[config.mk]
export PLATFORM = sky130hd
export DESIGN_NAME = bcs_top
export DESIGN_NICKNAME = d
export VERILOG_FILES = /design/src/bcs_sync2.v /design/src/bcs_top.v
export VERILOG_INCLUDE_DIRS = /design/src /design/src/shared
export SDC_FILE = /design/constraint.sdc
export NUM_CORES = 1
export LEC_CHECK = 0
export CELL_PAD_IN_SITES_DETAIL_PLACEMENT = 1
export CELL_PAD_IN_SITES_GLOBAL_PLACEMENT = 1
export CORE_MARGIN = 2
export CORE_UTILIZATION = 45
export CTS_CLUSTER_SIZE = 20
export DETAILED_ROUTE_END_ITERATION = 12
export DONT_BUFFER_PORTS = 1
export PLACE_DENSITY = 0.82
export SLEW_MARGIN = 20
export SYNTH_ARGS = -nofsm -noshare
export SYNTH_HDL_FRONTEND = slang
export SYNTH_SLANG_ARGS = --single-unit
[constraint.sdc]
create_clock -name clk_i -period 2.9 [get_ports clk_i]
set_input_delay 0.725 -clock clk_i [delete_from_list [all_inputs] [get_ports clk_i]]
set_output_delay 0.725 -clock clk_i [all_outputs]
set_load 0.02 [all_outputs]
[src/shared/bcs_map.vh]
// Purpose: Constants for the bus command and shared chip-select block.
// Assumes: A 40 MHz system clock with a 25 ns period.
// Notes:   Status codes are the raw levels of the three active-low status pins.
`ifndef BCS_MAP_VH
`define BCS_MAP_VH

// Clock period in nanoseconds.
`define BCS_CLK_NS      25
// Least width of the address latch strobe in nanoseconds.
`define BCS_ALE_NS      50
// Strobe width in cycles, rounded up, never below one.
`define BCS_ALE_CYC     ((`BCS_ALE_NS + `BCS_CLK_NS - 1) / `BCS_CLK_NS)

// Cycle status codes.
`define BCS_ST_INTA     3'h0
`define BCS_ST_IORD     3'h1
`define BCS_ST_IOWR     3'h2
`define BCS_ST_HALT     3'h3
`define BCS_ST_FETCH    3'h4
`define BCS_ST_MRD      3'h5
`define BCS_ST_MWR      3'h6
`define BCS_ST_PASSIVE  3'h7

// Bit positions inside the synchronised input vector.
`define BCS_IN_ST_LSB   0
`define BCS_IN_ST_MSB   2
`define BCS_IN_LCS      3
`define BCS_IN_RQA      4
`define BCS_IN_RQB      5
`define BCS_IN_BUS_TAKEOVER_ACK     6
`define BCS_IN_THIRD_MASTER_TAKEOVER_ACK  7
`define BCS_IN_TREQ     8
`define BCS_IN_W        9

// Cycles during which a line we drove may still echo back through the synchroniser.
`define BCS_ECHO_CYC    3

`endif

[src/bcs_sync2.v]
// Purpose: Two-flop synchroniser for a vector of unrelated pin levels.
// Assumes: Each bit is an independent level; no bus coherence is implied.
// Notes:   The first stage is read by the second stage only.
`timescale 1ns/1ps

module bcs_sync2 #(
	parameter W         = 1,
	parameter RESET_VAL = 1
) (
	input  wire         clk_i,
	input  wire         srst_i,
	input  wire [W-1:0] d_i,
	output wire [W-1:0] q_o
);

	// One two-stage chain per bit, so each bit can settle on its own.
	genvar g;
	generate
		for (g = 0; g < W; g = g + 1) begin : g_bit
			reg meta_q;   // First stage, may go metastable.
			reg stab_q;   // Second stage, safe for logic.
			// Reset loads the idle pin level so no false edge is seen on release.
			always @(posedge clk_i) begin
				if (srst_i) begin
					meta_q <= RESET_VAL[g];
					stab_q <= RESET_VAL[g];
				end else begin
					meta_q <= d_i[g];
					stab_q <= meta_q;
				end
			end
			assign q_o[g] = stab_q;
		end
	endgenerate

endmodule // bcs_sync2

[src/bcs_top.v]
// Purpose: Bus command generator and shared chip-select path between a host and a coprocessor.
// Assumes: All pin inputs are asynchronous to clk_i; request/grant lines are active-low open drain.
// Notes:   One clk_i cycle stands for one host clock phase.
`timescale 1ns/1ps
`include "bcs_map.vh"

module bcs_top #(
	parameter ALE_CYC = `BCS_ALE_CYC,
	parameter ECHO    = `BCS_ECHO_CYC
) (
	input  wire       clk_i,
	input  wire       srst_i,
	input  wire [2:0] cycle_status_lines_i,
	input  wire       lower_region_select_n_i,
	input  wire       coproc_req_grant_a_i,
	output wire       coproc_req_grant_a_o,
	output wire       coproc_req_grant_a_oe_o,
	input  wire       coproc_req_grant_b_i,
	output wire       coproc_req_grant_b_o,
	output wire       coproc_req_grant_b_oe_o,
	output wire       bus_takeover_req_o,
	input  wire       bus_takeover_ack_i,
	input  wire       third_master_req_i,
	output wire       third_master_grant_o,
	input  wire       third_master_takeover_ack_i,
	output wire       addr_latch_o,
	output wire       rd_n_o,
	output wire       wr_n_o,
	output wire       data_buffer_enable_n_o,
	output wire       transfer_direction_o,
	output wire       select_out_n_o
);

	// Command sequencer states.
	localparam [1:0] C_IDLE = 2'h0;
	localparam [1:0] C_ALE  = 2'h1;
	localparam [1:0] C_CMD  = 2'h2;

	// Line a arbitration states.
	localparam [1:0] A_IDLE  = 2'h0;
	localparam [1:0] A_HOLD  = 2'h1;
	localparam [1:0] A_GRANT = 2'h2;
	localparam [1:0] A_OWN   = 2'h3;

	// Line b arbitration states.
	localparam [2:0] B_IDLE  = 3'h0;
	localparam [2:0] B_REQ   = 3'h1;
	localparam [2:0] B_WAIT  = 3'h2;
	localparam [2:0] B_THIRD = 3'h3;
	localparam [2:0] B_REL   = 3'h4;

	// Returns high for status codes that read data into the host side.
	function is_read;
		input [2:0] st;
		begin
			is_read = (st == `BCS_ST_INTA) || (st == `BCS_ST_IORD) ||
			          (st == `BCS_ST_FETCH) || (st == `BCS_ST_MRD);
		end
	endfunction

	// Returns high for status codes that write data out.
	function is_write;
		input [2:0] st;
		begin
			is_write = (st == `BCS_ST_IOWR) || (st == `BCS_ST_MWR);
		end
	endfunction

	wire [`BCS_IN_W-1:0] raw_in;     // Pin levels before synchronising.
	wire [`BCS_IN_W-1:0] sync_in;    // Pin levels after two flops.
	wire [2:0]           st_s;       // Synchronised cycle status.
	wire                 lcs_n_s;    // Synchronised select input.
	wire                 rqa_s;      // Synchronised line a.
	wire                 rqb_s;      // Synchronised line b.
	wire                 bus_takeover_ack_s;     // Synchronised host takeover ack.
	wire                 sysack_s;   // Synchronised third master ack.
	wire                 treq_s;     // Synchronised third master request.

	assign raw_in = {third_master_req_i, third_master_takeover_ack_i, bus_takeover_ack_i,
	                 coproc_req_grant_b_i, coproc_req_grant_a_i, lower_region_select_n_i,
	                 cycle_status_lines_i};

	// Every pin crosses two flops before any logic looks at it.
	bcs_sync2 #(
		.W         (`BCS_IN_W),
		.RESET_VAL ({3'h0, 6'h3F})
	) u_sync (
		.clk_i  (clk_i),
		.srst_i (srst_i),
		.d_i    (raw_in),
		.q_o    (sync_in)
	);

	assign st_s     = sync_in[`BCS_IN_ST_MSB:`BCS_IN_ST_LSB];
	assign lcs_n_s  = sync_in[`BCS_IN_LCS];
	assign rqa_s    = sync_in[`BCS_IN_RQA];
	assign rqb_s    = sync_in[`BCS_IN_RQB];
	assign bus_takeover_ack_s   = sync_in[`BCS_IN_BUS_TAKEOVER_ACK];
	assign sysack_s = sync_in[`BCS_IN_THIRD_MASTER_TAKEOVER_ACK];
	assign treq_s   = sync_in[`BCS_IN_TREQ];

	reg [1:0] a_st_q;            // Line a arbitration state.
	reg       a_oe_q;            // Driving line a low.
	reg       hold_q;            // Takeover request to the host.
	reg [2:0] b_st_q;            // Line b arbitration state.
	reg       b_oe_q;            // Driving line b low.
	reg       tgrant_q;          // Grant to the third master.
	reg       owns_q;            // Coprocessor owns the bus.
	reg       sel_n_q;           // Select output, active low.
	reg [2:0]  st_prev_q;        // Status one cycle back, for the start edge.
	reg        rqa_prev_q;       // Line a one cycle back.
	reg        rqb_prev_q;       // Line b one cycle back.
	reg        sysack_prev_q;    // Third master ack one cycle back.
	reg        treq_prev_q;      // Third master request one cycle back.
	reg [ECHO-1:0] a_echo_q;     // Recent own drives of line a.
	reg [ECHO-1:0] b_echo_q;     // Recent own drives of line b.

	// Edge history registers; edges are taken from the stable stage only.
	always @(posedge clk_i) begin
		if (srst_i) begin
			st_prev_q     <= `BCS_ST_PASSIVE;
			rqa_prev_q    <= 1'b1;
			rqb_prev_q    <= 1'b1;
			sysack_prev_q <= 1'b0;
			treq_prev_q   <= 1'b0;
			a_echo_q      <= {ECHO{1'b0}};
			b_echo_q      <= {ECHO{1'b0}};
		end else begin
			st_prev_q     <= st_s;
			rqa_prev_q    <= rqa_s;
			rqb_prev_q    <= rqb_s;
			sysack_prev_q <= sysack_s;
			treq_prev_q   <= treq_s;
			a_echo_q      <= {a_echo_q[ECHO-2:0], a_oe_q};
			b_echo_q      <= {b_echo_q[ECHO-2:0], b_oe_q};
		end
	end

	// A pulse from the far side is a falling edge not caused by our own drive.
	// The echo mask costs a few cycles of blindness after each drive, which the
	// protocol tolerates because the far side never answers that quickly.
	wire a_pulse   = rqa_prev_q & ~rqa_s & ~(|a_echo_q) & ~a_oe_q;
	wire b_pulse   = rqb_prev_q & ~rqb_s & ~(|b_echo_q) & ~b_oe_q;
	wire cyc_start = (st_prev_q == `BCS_ST_PASSIVE) && (st_s != `BCS_ST_PASSIVE);

	reg [1:0] cmd_q;             // Command sequencer state.
	reg [2:0] cyc_st_q;          // Status latched at the cycle start.
	reg [7:0] ale_cnt_q;         // Remaining latch strobe cycles.
	reg       ale_q;             // Address latch strobe.
	reg       rd_n_q;            // Read strobe, active low.
	reg       wr_n_q;            // Write strobe, active low.
	reg       den_n_q;           // Data buffer enable, active low.
	reg       dir_q;             // Transfer direction, high means transmit.

	// Command sequencer: latch, then strobe until the status goes passive.
	always @(posedge clk_i) begin
		if (srst_i) begin
			cmd_q     <= C_IDLE;
			cyc_st_q  <= `BCS_ST_PASSIVE;
			ale_cnt_q <= 8'h00;
			ale_q     <= 1'b0;
			rd_n_q    <= 1'b1;
			wr_n_q    <= 1'b1;
			den_n_q   <= 1'b1;
			dir_q     <= 1'b1;
		end else begin
			case (cmd_q)
				C_IDLE: begin
					rd_n_q  <= 1'b1;
					wr_n_q  <= 1'b1;
					den_n_q <= 1'b1;
					// Status is already stable here, so the strobe starts late by design.
					if (cyc_start) begin
						cyc_st_q  <= st_s;
						ale_q     <= 1'b1;
						ale_cnt_q <= ALE_CYC[7:0];
						cmd_q     <= C_ALE;
						// Direction only moves here; a halt keeps the old level.
						if (is_read(st_s)) begin
							dir_q <= 1'b0;
						end else if (is_write(st_s)) begin
							dir_q <= 1'b1;
						end
					end
				end
				C_ALE: begin
					// Fixed width ends the strobe at the same point every cycle.
					if (ale_cnt_q <= 8'h01) begin
						ale_q <= 1'b0;
						cmd_q <= C_CMD;
						if (st_s != `BCS_ST_PASSIVE) begin
							rd_n_q  <= ~is_read(cyc_st_q);
							wr_n_q  <= ~is_write(cyc_st_q);
							den_n_q <= ~(is_read(cyc_st_q) | is_write(cyc_st_q));
						end
					end else begin
						ale_cnt_q <= ale_cnt_q - 8'h01;
					end
				end
				C_CMD: begin
					// Strobes end as soon as the host signals the cycle is over.
					if (st_s == `BCS_ST_PASSIVE) begin
						rd_n_q  <= 1'b1;
						wr_n_q  <= 1'b1;
						den_n_q <= 1'b1;
						cmd_q   <= C_IDLE;
					end
				end
				default: begin
					cmd_q <= C_IDLE;
				end
			endcase
		end
	end

	// Line a: coprocessor request, host takeover, grant, then release.
	always @(posedge clk_i) begin
		if (srst_i) begin
			a_st_q <= A_IDLE;
			a_oe_q <= 1'b0;
			hold_q <= 1'b0;
		end else begin
			a_oe_q <= 1'b0;
			case (a_st_q)
				A_IDLE: begin
					if (a_pulse) begin
						hold_q <= 1'b1;
						a_st_q <= A_HOLD;
					end
				end
				A_HOLD: begin
					// The grant waits for the host to give up the bus.
					if (bus_takeover_ack_s) begin
						a_oe_q <= 1'b1;
						a_st_q <= A_GRANT;
					end
				end
				A_GRANT: begin
					a_st_q <= A_OWN;
				end
				A_OWN: begin
					if (a_pulse) begin
						hold_q <= 1'b0;
						a_st_q <= A_IDLE;
					end
				end
				default: begin
					a_st_q <= A_IDLE;
				end
			endcase
		end
	end

	// Line b: a third master takes the bus from the coprocessor and gives it back.
	always @(posedge clk_i) begin
		if (srst_i) begin
			b_st_q   <= B_IDLE;
			b_oe_q   <= 1'b0;
			tgrant_q <= 1'b0;
		end else begin
			b_oe_q <= 1'b0;
			case (b_st_q)
				B_IDLE: begin
					if (treq_s && !treq_prev_q && owns_q) begin
						b_oe_q <= 1'b1;
						b_st_q <= B_REQ;
					end
				end
				B_REQ: begin
					b_st_q <= B_WAIT;
				end
				B_WAIT: begin
					if (b_pulse) begin
						tgrant_q <= 1'b1;
						b_st_q   <= B_THIRD;
					end
				end
				B_THIRD: begin
					// The bus comes back only when the third master drops its ack.
					if (sysack_prev_q && !sysack_s) begin
						tgrant_q <= 1'b0;
						b_oe_q   <= 1'b1;
						b_st_q   <= B_REL;
					end
				end
				B_REL: begin
					b_st_q <= B_IDLE;
				end
				default: begin
					b_st_q <= B_IDLE;
				end
			endcase
		end
	end

	// Ownership flag: a set on the same edge as a clear wins.
	wire own_set = (a_st_q == A_HOLD && bus_takeover_ack_s) ||
	               (b_st_q == B_THIRD && sysack_prev_q && !sysack_s);
	wire own_clr = (a_st_q == A_OWN && a_pulse) ||
	               (b_st_q == B_WAIT && b_pulse);

	// Select path: plain buffer for the host, forced during coprocessor tenure.
	// No address is looked at, so coprocessor data must sit in the selected range.
	always @(posedge clk_i) begin
		if (srst_i) begin
			owns_q  <= 1'b0;
			sel_n_q <= 1'b1;
		end else begin
			if (own_set) begin
				owns_q <= 1'b1;
			end else if (own_clr) begin
				owns_q <= 1'b0;
			end
			sel_n_q <= lcs_n_s & ~owns_q;
		end
	end

	assign coproc_req_grant_a_o    = 1'b0;
	assign coproc_req_grant_a_oe_o = a_oe_q;
	assign coproc_req_grant_b_o    = 1'b0;
	assign coproc_req_grant_b_oe_o = b_oe_q;
	assign bus_takeover_req_o      = hold_q;
	assign third_master_grant_o    = tgrant_q;
	assign addr_latch_o            = ale_q;
	assign rd_n_o                  = rd_n_q;
	assign wr_n_o                  = wr_n_q;
	assign data_buffer_enable_n_o  = den_n_q;
	assign transfer_direction_o    = dir_q;
	assign select_out_n_o          = sel_n_q;

endmodule // bcs_top

After elaboration in Yosys (flattened, before gate mapping)
Cells that the tools add are included.
Cells by class
  $add $sub $neg: 1
  multipliers: 0
  div/mod/pow operators: 0
  magnitude comparators: 1
  equal/unequal tests: 32
  shift operators: 0
  multiplexer cells: 42
  bitwise operators: 19
  reduce and logical (&&, ||, !) cells: 45
Operators by type and width (number)
  $eq 3x3->1 const B: 8
  $reduce_and 3->1: 8
  $mux 1: 20
  $ne 2x2->1 const B: 10
  $mux 8: 2
  $pmux 8 s2: 1
  $eq 3x2->1 const B: 4
  $mux 2: 6
  $pmux 3 s4: 1
  $not 1->1: 11
  $logic_or 1x1->1: 10
  $reduce_bool 2->1: 5
  $eq 3x1->1 const B: 3
  $logic_and 1x1->1: 9
  $logic_not 3->1: 3
  $mux 3: 3
  $pmux 1 s3: 3
  $le 8x1->1 const B: 1
  $pmux 1 s2: 4
  $pmux 2 s4: 1
  $sub 8x1->8 const B: 1
  $and 1x1->1: 7
  $eq 2x2->1 const B: 3
  $pmux 2 s3: 1
  11 further kinds: 15
Storage, ports and cells
  register bits after elaboration: 60
  bits in latches: 0
  bits in writable memories: 0
  ROM bits: 0
  input port bits: 11
  output and inout bits: 12
  word-level logic and storage cells: 181
  memories kept: 0

Longest topological paths before layout
Gate-level depths: netlist (run 1).
  word-level depth: 9
  mapped depth: 7

Modules after synthesis
A second synthesis (run 1) with hierarchy kept.
Second synthesis, totals
  cells, all modules: 231
  area, all modules: 2333.5 um^2
Modules (own cells, without submodules)
  bcs_top: times used 1, cells an instance 185, area an instance 1766.7 um^2, sequential area each 820.8 um^2
  bcs_sync2: times used 1, cells an instance 46, area an instance 566.8 um^2, sequential area each 360.3 um^2

Worst setup path before layout (run 1)
Ideal clock, no wire load.
  path kind: input to register
  from: in srst_i
  to: reg ale_cnt_q[2]
  arrival time: 1.795 ns
  path slack: 1.046 ns
  stages on the path: 6
  buffers on the path: 2
  cells stage by stage: clkbuf_1 inv_1 clkbuf_1 o31ai_1 a2111o_1 nand2_1
RTL lines
  start: declaration: line bcs_top.v:12  | input wire srst_i,
  end signal: assignment: line bcs_top.v:176  | ale_cnt_q <= ALE_CYC[7:0];
  end signal: assignment: line bcs_top.v:197  | ale_cnt_q <= ale_cnt_q - 8'h01;
  end: declaration: line bcs_top.v:148  | reg [7:0] ale_cnt_q;

Final worst setup path (run 1)
  from: reg ale_cnt_q[0]
  to: reg ale_cnt_q[4]
Between the ends
  longest elaborated chain between the ends: 3
  elaborated cells between the ends (all ways): 6
Ends and longest elaborated chain (line)
  $sub 8x1->8 / $le 8x1->1 (equally long branches): bcs_top.v:197, bcs_top.v:188
  $mux 8 / $ne 2x2->1 (equally long branches)
  $pmux 8 s2 / $reduce_and 3->1 (equally long branches)
Several ways; a longest one is shown, not always the timed one. The select of a mux whose other input is x is not followed.
A chain may end at the register's enable or synchronous reset.

==> impl_metrics.py, run 1 <==
metrics = {
    "run_status": {
        "run_status": "complete, no violations",
    },
    "floorplanning": {
        "io-pin-count": 23,
        "total_number_of_placement_rows": 26,
        "area_of_the_core_region_um2": 5040,
        "dieWidth_um": 75.7,
        "initial_core_util_pct": 45.8,
        "dieHeight_um": 75.7,
        "die_area_um2": 5720,
    },
    "synthesis": {
        "postSynthRegisterBits": 59,
        "post-synth-top-area-fraction_pct": 51.1,
        "postSynthAreaPerCell_um2": 10.0,
        "synth_commonest_cells": "59 x dfxtp_1, 16 x nor2b_1, 16 x or2_2",
        "post_synth_instance_area_um2": 2310,
        "synth_warnings": 0,
        "synth.area.top_cells": "dfxtp_1 51%, nor2b_1 4.3%, or2_2 4.3%",
        "synth_top_flop_cell": "dfxtp_1",
        "synth-edff-count": 0,
        "yosysTopAreaCell": "dfxtp_1",
        "ys_async_rst_share_pct": 0,
        "synth.lib_cells_used.distinct": 51,
        "most_frequent_cell_after_synthesis": "dfxtp_1",
        "ys_seq_area_share_pct": 51.1,
        "synth_cells": 230,
    },
    "placed_design": {
        "placement.setup.worst_slack_ns": 0.848,
        "place_congestion": 0.704,
        "hpwlAfterDp_mm": 3.00,
        "buffer_ports.inserted": 0,
    },
    "clocking": {
        "root_buf_cell": "clkbuf_8",
        "cts-resized-gates": 0,
        "post_cts_hold_buffer_count": 0,
        "clock_path_buffers": 2,
        "cts_tree": "done",
        "cts.htree.levels": 3,
        "cts.repair_timing.setup_buffer_count": 0,
        "cts.sink_count": 59,
        "clk_pin_slew_worst_paths_ns": 0.07,
        "cts-buffers-inserted": 9,
        "clock_latency_ns": 0.33,
    },
    "setup_path": {
        "regToRegSetupSlack_ns": 0.77,
        "critPathMaxFanout": 12,
        "worst-endpoint-arrival_ns": 2.39,
        "critPathLaunchType": "flip-flop",
        "timing.critical_path.required_ns": 3.16,
        "timing.critical_path.to_type": "flip-flop",
        "class_of_the_most_critical_setup_path": "flip-flop to flip-flop",
        "r2r_end": "ale_cnt_q[4]",
        "reg2reg_depth": 6,
        "timing.rr.start": "ale_cnt_q[0]",
        "worst_setup_path_endpoint": "ale_cnt_q[4]",
        "cp-startpoint": "ale_cnt_q[0]",
    },
    "timing": {
        "final.min_clock_period_ns": 2.13,
        "report.final.hold_viol_count": 0,
        "achievable-frequency_ghz": 0.470,
        "final_max_slew_viol_count": 0,
        "rsz_0062_raised_after_global_routing": "no",
        "finClkSkew_ns": 0.00590,
        "setup-violations-final": 0,
        "max-slew-margin-rel_pct": 50.8,
        "total_negative_setup_slack_ns": 0,
        "setup_slack_ns": 0.770,
        "final.period_utilization_pct": 73.4,
        "worstMarginPinSlew_ns": 0.732,
    },
    "grt": {
        "grt_start_max_net_pins": 46,
        "global_route.usage.total_pct": 18.3,
        "grt_pass1_wl_mm": 7.50,
        "overflow": 0,
        "number_of_global_route_vias_before_repair": 1633,
        "grt_antenna_before_repair": 0,
    },
    "pwr": {
        "static-leakage-power_nw": 0.970,
        "pwr_cell_area_nw_per_um2": 854,
        "post-layout-total-power_mw": 2.16,
        "power.ir.vdd_worst_uv": 401,
    },
    "detailed_routing": {
        "ant_nets": 0,
        "avgViaCountPerCell": 5.31,
        "vias": 1614,
        "drc": 0,
        "wl_per_cell_um": 14.6,
        "number_of_detailed_route_iterations_in_the_first_pass": 4,
        "drt-total-wl_mm": 4.44,
        "drt_first_iter_violations": 91,
    },
    "layout": {
        "drive_gt1_share_pct": 17.1,
        "num_antenna_cells": 0,
        "layout.filler_cells": 570,
        "seqCellArea_um2": 1180,
        "num-nets-final": 248,
        "multi_input_comb_area_um2": 1030,
        "areaGrowthSynthToFinish_pct": 9.47,
    },
    "hold_path": {
        "hp-class": "flip-flop to flip-flop",
        "worst_hold_path.num_cells": 1,
    },
    "run": {
        "drv_cap": 0,
    },
}
==> metal layers <==
layer	GRT usage (%)	wire length [um]	share of wire (%)	vias up
met4	8.38	44	0.99	0
met5	0	0	0	-
li1	-	-	-	802
met2	31.1	2280	51	31
met3	7.94	205	4.6	5
met1	19.7	1920	43	776
==> worst min path at each step <==
stage | slack [ns] | startpoint | endpoint
2_1_floorplan | 0.39 | u_sync.g_bit[0].meta_q | u_sync.g_bit[0].stab_q
3_3_place_gp | 0.39 | u_sync.g_bit[2].meta_q | u_sync.g_bit[2].stab_q
3_5_place_dp | 0.39 | u_sync.g_bit[2].meta_q | u_sync.g_bit[2].stab_q
4_1_cts | 0.41 | u_sync.g_bit[2].meta_q | u_sync.g_bit[2].stab_q
5_1_grt | 0.43 | u_sync.g_bit[3].meta_q | u_sync.g_bit[3].stab_q
6_report | 0.41 | u_sync.g_bit[2].meta_q | u_sync.g_bit[2].stab_q
==> where the power goes <==
group	total, mW	internal (mW)	leakage, nW	switching, mW
Combinational	0.466	0.199	0.385	0.267
Clock	0.718	0.412	0.102	0.306
Sequential	0.978	0.886	0.483	0.0917
Total	2.16	1.50	0.970	0.665
==> placed cells by master, fill, tap and decap left out, types with 3 or more instances in the layout <==
master / n
mux2i_1: 4
nand2_1: 15
nor3_1: 6
dfxtp_1: 59
o21ai_1: 3
nand4_1: 3
clkinv_2: 3
nand2b_1: 6
nor2_1: 7
clkbuf_8: 10
or2_2: 16
o21ai_0: 4
nor2b_1: 16
a21oi_1: 11
ha_1: 7
nand3_1: 8
inv_1: 10
nor4_1: 5
==> per-stage QoR <==
step	instances	utilization (%)	hold WS, ns	area (um2)
after detailed placement	289	46.4	0.395	2340
final	304	50.2	0.407	2530
after CTS	304	50.2	0.408	2530
after global placement	289	46.4	0.392	2340
after global routing	304	50.2	0.427	2530
after floorplan	231	-	0.389	2310
==> registers in the layout (all words and copies together), names as in the netlist, 2 cells and up <==
name	flops
u_sync.g_bit.meta_q	9
u_sync.g_bit.stab_q	9
ale_cnt_q	8
a_echo_q	3
b_echo_q	3
b_st_q	3
st_prev_q	3
a_st_q	2
cmd_q	2
cyc_st_q	2
==> layout make-up <==
type	count	area share [%]
flip-flops and latches	59	46.7
multi-input cells	150	40.8
clock buffers	10	5.44
well taps	70	3.46
clock inverters	5	2.13
inverters	10	1.48
==> logic make-up (layout without fill, tap and decap cells) <==
family	Yosys count	in the layout	synth area share [%]
muxes	4	4	1.73
buffers and inverters	22	25	4.39
and+or+nand+nor	93	93	23.8
adders and majority gates	7	7	3.79
AOI/OAI and AO/OA	44	44	15.1
DFF	59	59	51.1
other	1	2	0.162
==> critical path, cell delays in order (launching register included) <==
cell and delay, ns:
dfxtp_1 0.43, inv_1 0.11, ha_1 0.24, o21bai_1 0.34
o31ai_4 0.19, a2111oi_1 0.52, mux2i_1 0.23
Power figures use the tool's default switching activity.
==> run 2, diff against run 1 <==
--- a/config.mk
+++ b/config.mk
@@ -9,7 +9,7 @@
 export CELL_PAD_IN_SITES_DETAIL_PLACEMENT = 1
 export CELL_PAD_IN_SITES_GLOBAL_PLACEMENT = 1
 export CORE_MARGIN = 2
-export CORE_UTILIZATION = 45
+export CORE_UTILIZATION = 43
 export CTS_CLUSTER_SIZE = 20
 export DETAILED_ROUTE_END_ITERATION = 12
 export DONT_BUFFER_PORTS = 1
==> constraint.sdc (replaced) <==
create_clock -name clk_i -period 1.7 [get_ports clk_i]
set_input_delay 0.425 -clock clk_i [delete_from_list [all_inputs] [get_ports clk_i]]
set_output_delay 0.425 -clock clk_i [all_outputs]
set_load 0.02 [all_outputs]
==> run 2 against run 1 <==
Net effect:
- the flow now finishes with violations (negative setup slack)
- critical endpoint is now ale_cnt_q[5]
- cell area grew 15%
- cell count grew 9.2%
- worst hold slack lost 0.27 ns
- setup slack lost 0.78 ns
- highest routed layer unchanged
- sequential power grew 68%
- total power grew 100%
- global-route usage grew 1.2 points
==> impl_metrics.py, run 2 (same netlist as run 1, synthesis figures left out) <==
metrics = {
    "timing": {
        "final.min_clock_period_ns": 1.71,
        "setup_slack_ns": -0.0128,
        "report.final.hold_viol_count": 0,
        "final.period_utilization_pct": 101,
        "finClkSkew_ns": 0.00760,
        "final_max_slew_viol_count": 0,
        "achievable-frequency_ghz": 0.584,
        "setup-violations-final": 1,
        "rsz_0062_raised_after_global_routing": "yes",
    },
    "detailed_routing": {
        "ant_nets": 0,
        "wl_per_cell_um": 16.3,
        "number_of_detailed_route_iterations_in_the_first_pass": 2,
        "drt_first_iter_violations": 66,
        "avgViaCountPerCell": 5.27,
        "drc": 0,
        "vias": 1748,
        "drt-total-wl_mm": 5.42,
    },
    "grt": {
        "grt_pass1_wl_mm": 8.88,
        "grt_antenna_before_repair": 0,
        "grt_start_max_net_pins": 46,
        "overflow": 0,
        "global_route.usage.total_pct": 19.5,
        "number_of_global_route_vias_before_repair": 1902,
    },
    "run": {
        "drv_cap": 0,
    },
    "setup_path": {
        "timing.critical_path.required_ns": 1.95,
        "regToRegSetupSlack_ns": -0.01,
        "timing.rr.start": "ale_cnt_q[2]",
        "critPathMaxFanout": 4,
        "timing.critical_path.to_type": "flip-flop",
        "reg2reg_depth": 5,
        "class_of_the_most_critical_setup_path": "flip-flop to flip-flop",
        "worst-endpoint-arrival_ns": 1.96,
        "critPathLaunchType": "flip-flop",
        "r2r_end": "ale_cnt_q[5]",
    },
    "clocking": {
        "clock_path_buffers": 2,
        "cts.htree.levels": 3,
        "cts.sink_count": 59,
        "cts_tree": "done",
        "clock_latency_ns": 0.34,
        "root_buf_cell": "clkbuf_8",
        "clk_pin_slew_worst_paths_ns": 0.07,
        "cts-buffers-inserted": 9,
    },
    "pwr": {
        "power_switching_mw": 1.38,
        "power_frac_clock_pct": 30.8,
        "cellInternalPower_mw": 2.97,
        "static-leakage-power_nw": 1.13,
        "power.ir.vdd_worst_uv": 834,
        "pwr_cell_area_nw_per_um2": 1500,
        "share_of_total_power_consumed_by_net_switching_pct": 31.7,
        "power.sequential.fraction_pct": 37.7,
        "share_of_total_power_in_combinational_logic_pct": 31.5,
    },
    "layout": {
        "drive_gt1_share_pct": 32.4,
        "areaGrowthSynthToFinish_pct": 25.4,
        "final_cell_mix": "56 x dfxtp_1, 25 x buf_4, 16 x or2_2",
        "largest_registers": "u_sync.g_bit.meta_q x9, u_sync.g_bit.stab_q x9, ale_cnt_q x8",
        "final_cells": 332,
        "layout.filler_cells": 574,
        "design_area_um2": 2900,
        "layout_commonest_cell": "dfxtp_1",
        "num_antenna_cells": 0,
        "num-nets-final": 275,
    },
    "placed_design": {
        "place_congestion": 0.810,
        "buffer_ports.inserted": 0,
        "place_inst": 314,
        "postPlaceCellArea_um2": 2530,
        "hpwlAfterDp_mm": 3.61,
    },
    "floorplanning": {
        "io-pin-count": 23,
        "dieHeight_um": 77.3,
        "dieWidth_um": 77.3,
        "initial_core_util_pct": 45.0,
        "die_area_um2": 5980,
        "area_of_the_core_region_um2": 5140,
        "total_number_of_placement_rows": 26,
    },
    "run_status": {
        "violations_in_the_final_reports": "negative setup slack",
        "run_status": "finished, violations left",
    },
    "hold_path": {
        "worst_hold_path.endpoint": "ale_cnt_q[0]",
        "worst_hold_path.num_cells": 1,
        "hp-class": "input port to flip-flop",
        "hold_path.startpoint": "srst_i",
    },
}
-- run 2: cell count changes in the layout (fill, tap and decap cells not counted), sizes merged --
cell | before | now
buf | 0 | 27
clkbuf | 10 | 12
clkinv | 4 | 2
clkinvlp | 0 | 1
-- run 2: routing by layer --
metal	GRT usage [%]	wire length, um
met5	0	0
met4	12.1	164
met3	4.59	176
met2	35.2	2860
met1	20.3	2230
-- run 2: final cells by class --
cell class | count | area (um2) | share of cell area, %
inverter | 10 | 37.5 | 1.30
clock inverter | 4 | 47.5 | 1.64
timing repair buffer | 27 | 210 | 7.25
multi-input combinational | 150 | 1160 | 40.2
clock buffer | 12 | 165 | 5.70
sequential | 59 | 1180 | 40.9
tap | 70 | 87.6 | 3.02
-- run 2: worst max-delay path by stage --
stage                       from            to  slack [ns]  cells past startpoint
global route        ale_cnt_q[3]  ale_cnt_q[0]       -0.05                      6
global placement    ale_cnt_q[0]  ale_cnt_q[4]       -0.07                      6
detailed placement  ale_cnt_q[3]  ale_cnt_q[1]       -0.16                      5
CTS                 ale_cnt_q[2]  ale_cnt_q[1]       0.008                      6
finish              ale_cnt_q[2]  ale_cnt_q[5]       -0.01                      5
floorplan           ale_cnt_q[3]  ale_cnt_q[5]        0.03                      5
-- run 2: critical path, cell delays in order (launching register included) --
cell      delay (ns)
dfxtp_2         0.32
or4_4           0.55
o31ai_4         0.31
buf_6           0.18
a211oi_2        0.07
mux2i_1         0.20
-- run 2: through the flow --
| stage | hold WS [ns] | setup WS (ns) | setup TNS (ns) | util, % | total power, mW |
|---|---|---|---|---|---|
| 2_1_floorplan | 0.389 | 0.0293 | 0 | - | 2.36 |
| 3_3_place_gp | 0.391 | -0.0679 | -0.167 | 49.3 | 2.69 |
| 3_5_place_dp | 0.398 | -0.160 | -0.763 | 49.3 | 2.77 |
| 4_1_cts | 0.130 | 0.00799 | 0 | 55.1 | 4.26 |
| 5_1_grt | 0.133 | -0.0457 | -0.258 | 56.4 | 4.58 |
| 6_report | 0.138 | -0.0128 | -0.0128 | 56.4 | 4.35 |
-- run 2: repair_timing --
action | CTS | global route
setup buffers | 3 | 0
gates resized for setup | 13 | 13
endpoints found under the setup margin | 11 | 10
pin swaps | 8 | 6
hold buffers | 0 | 0
gates cloned | 0 | 0
-- run 2: power by group through the flow --
stage               sequential, mW  combinational (mW)  clock (mW)
finish                        1.64                1.37        1.34
global route                  1.66                1.49        1.42
CTS                           1.64                1.26        1.37
detailed placement            1.66                1.12           0
global placement              1.64                1.05           0
floorplan                     1.65               0.712           0
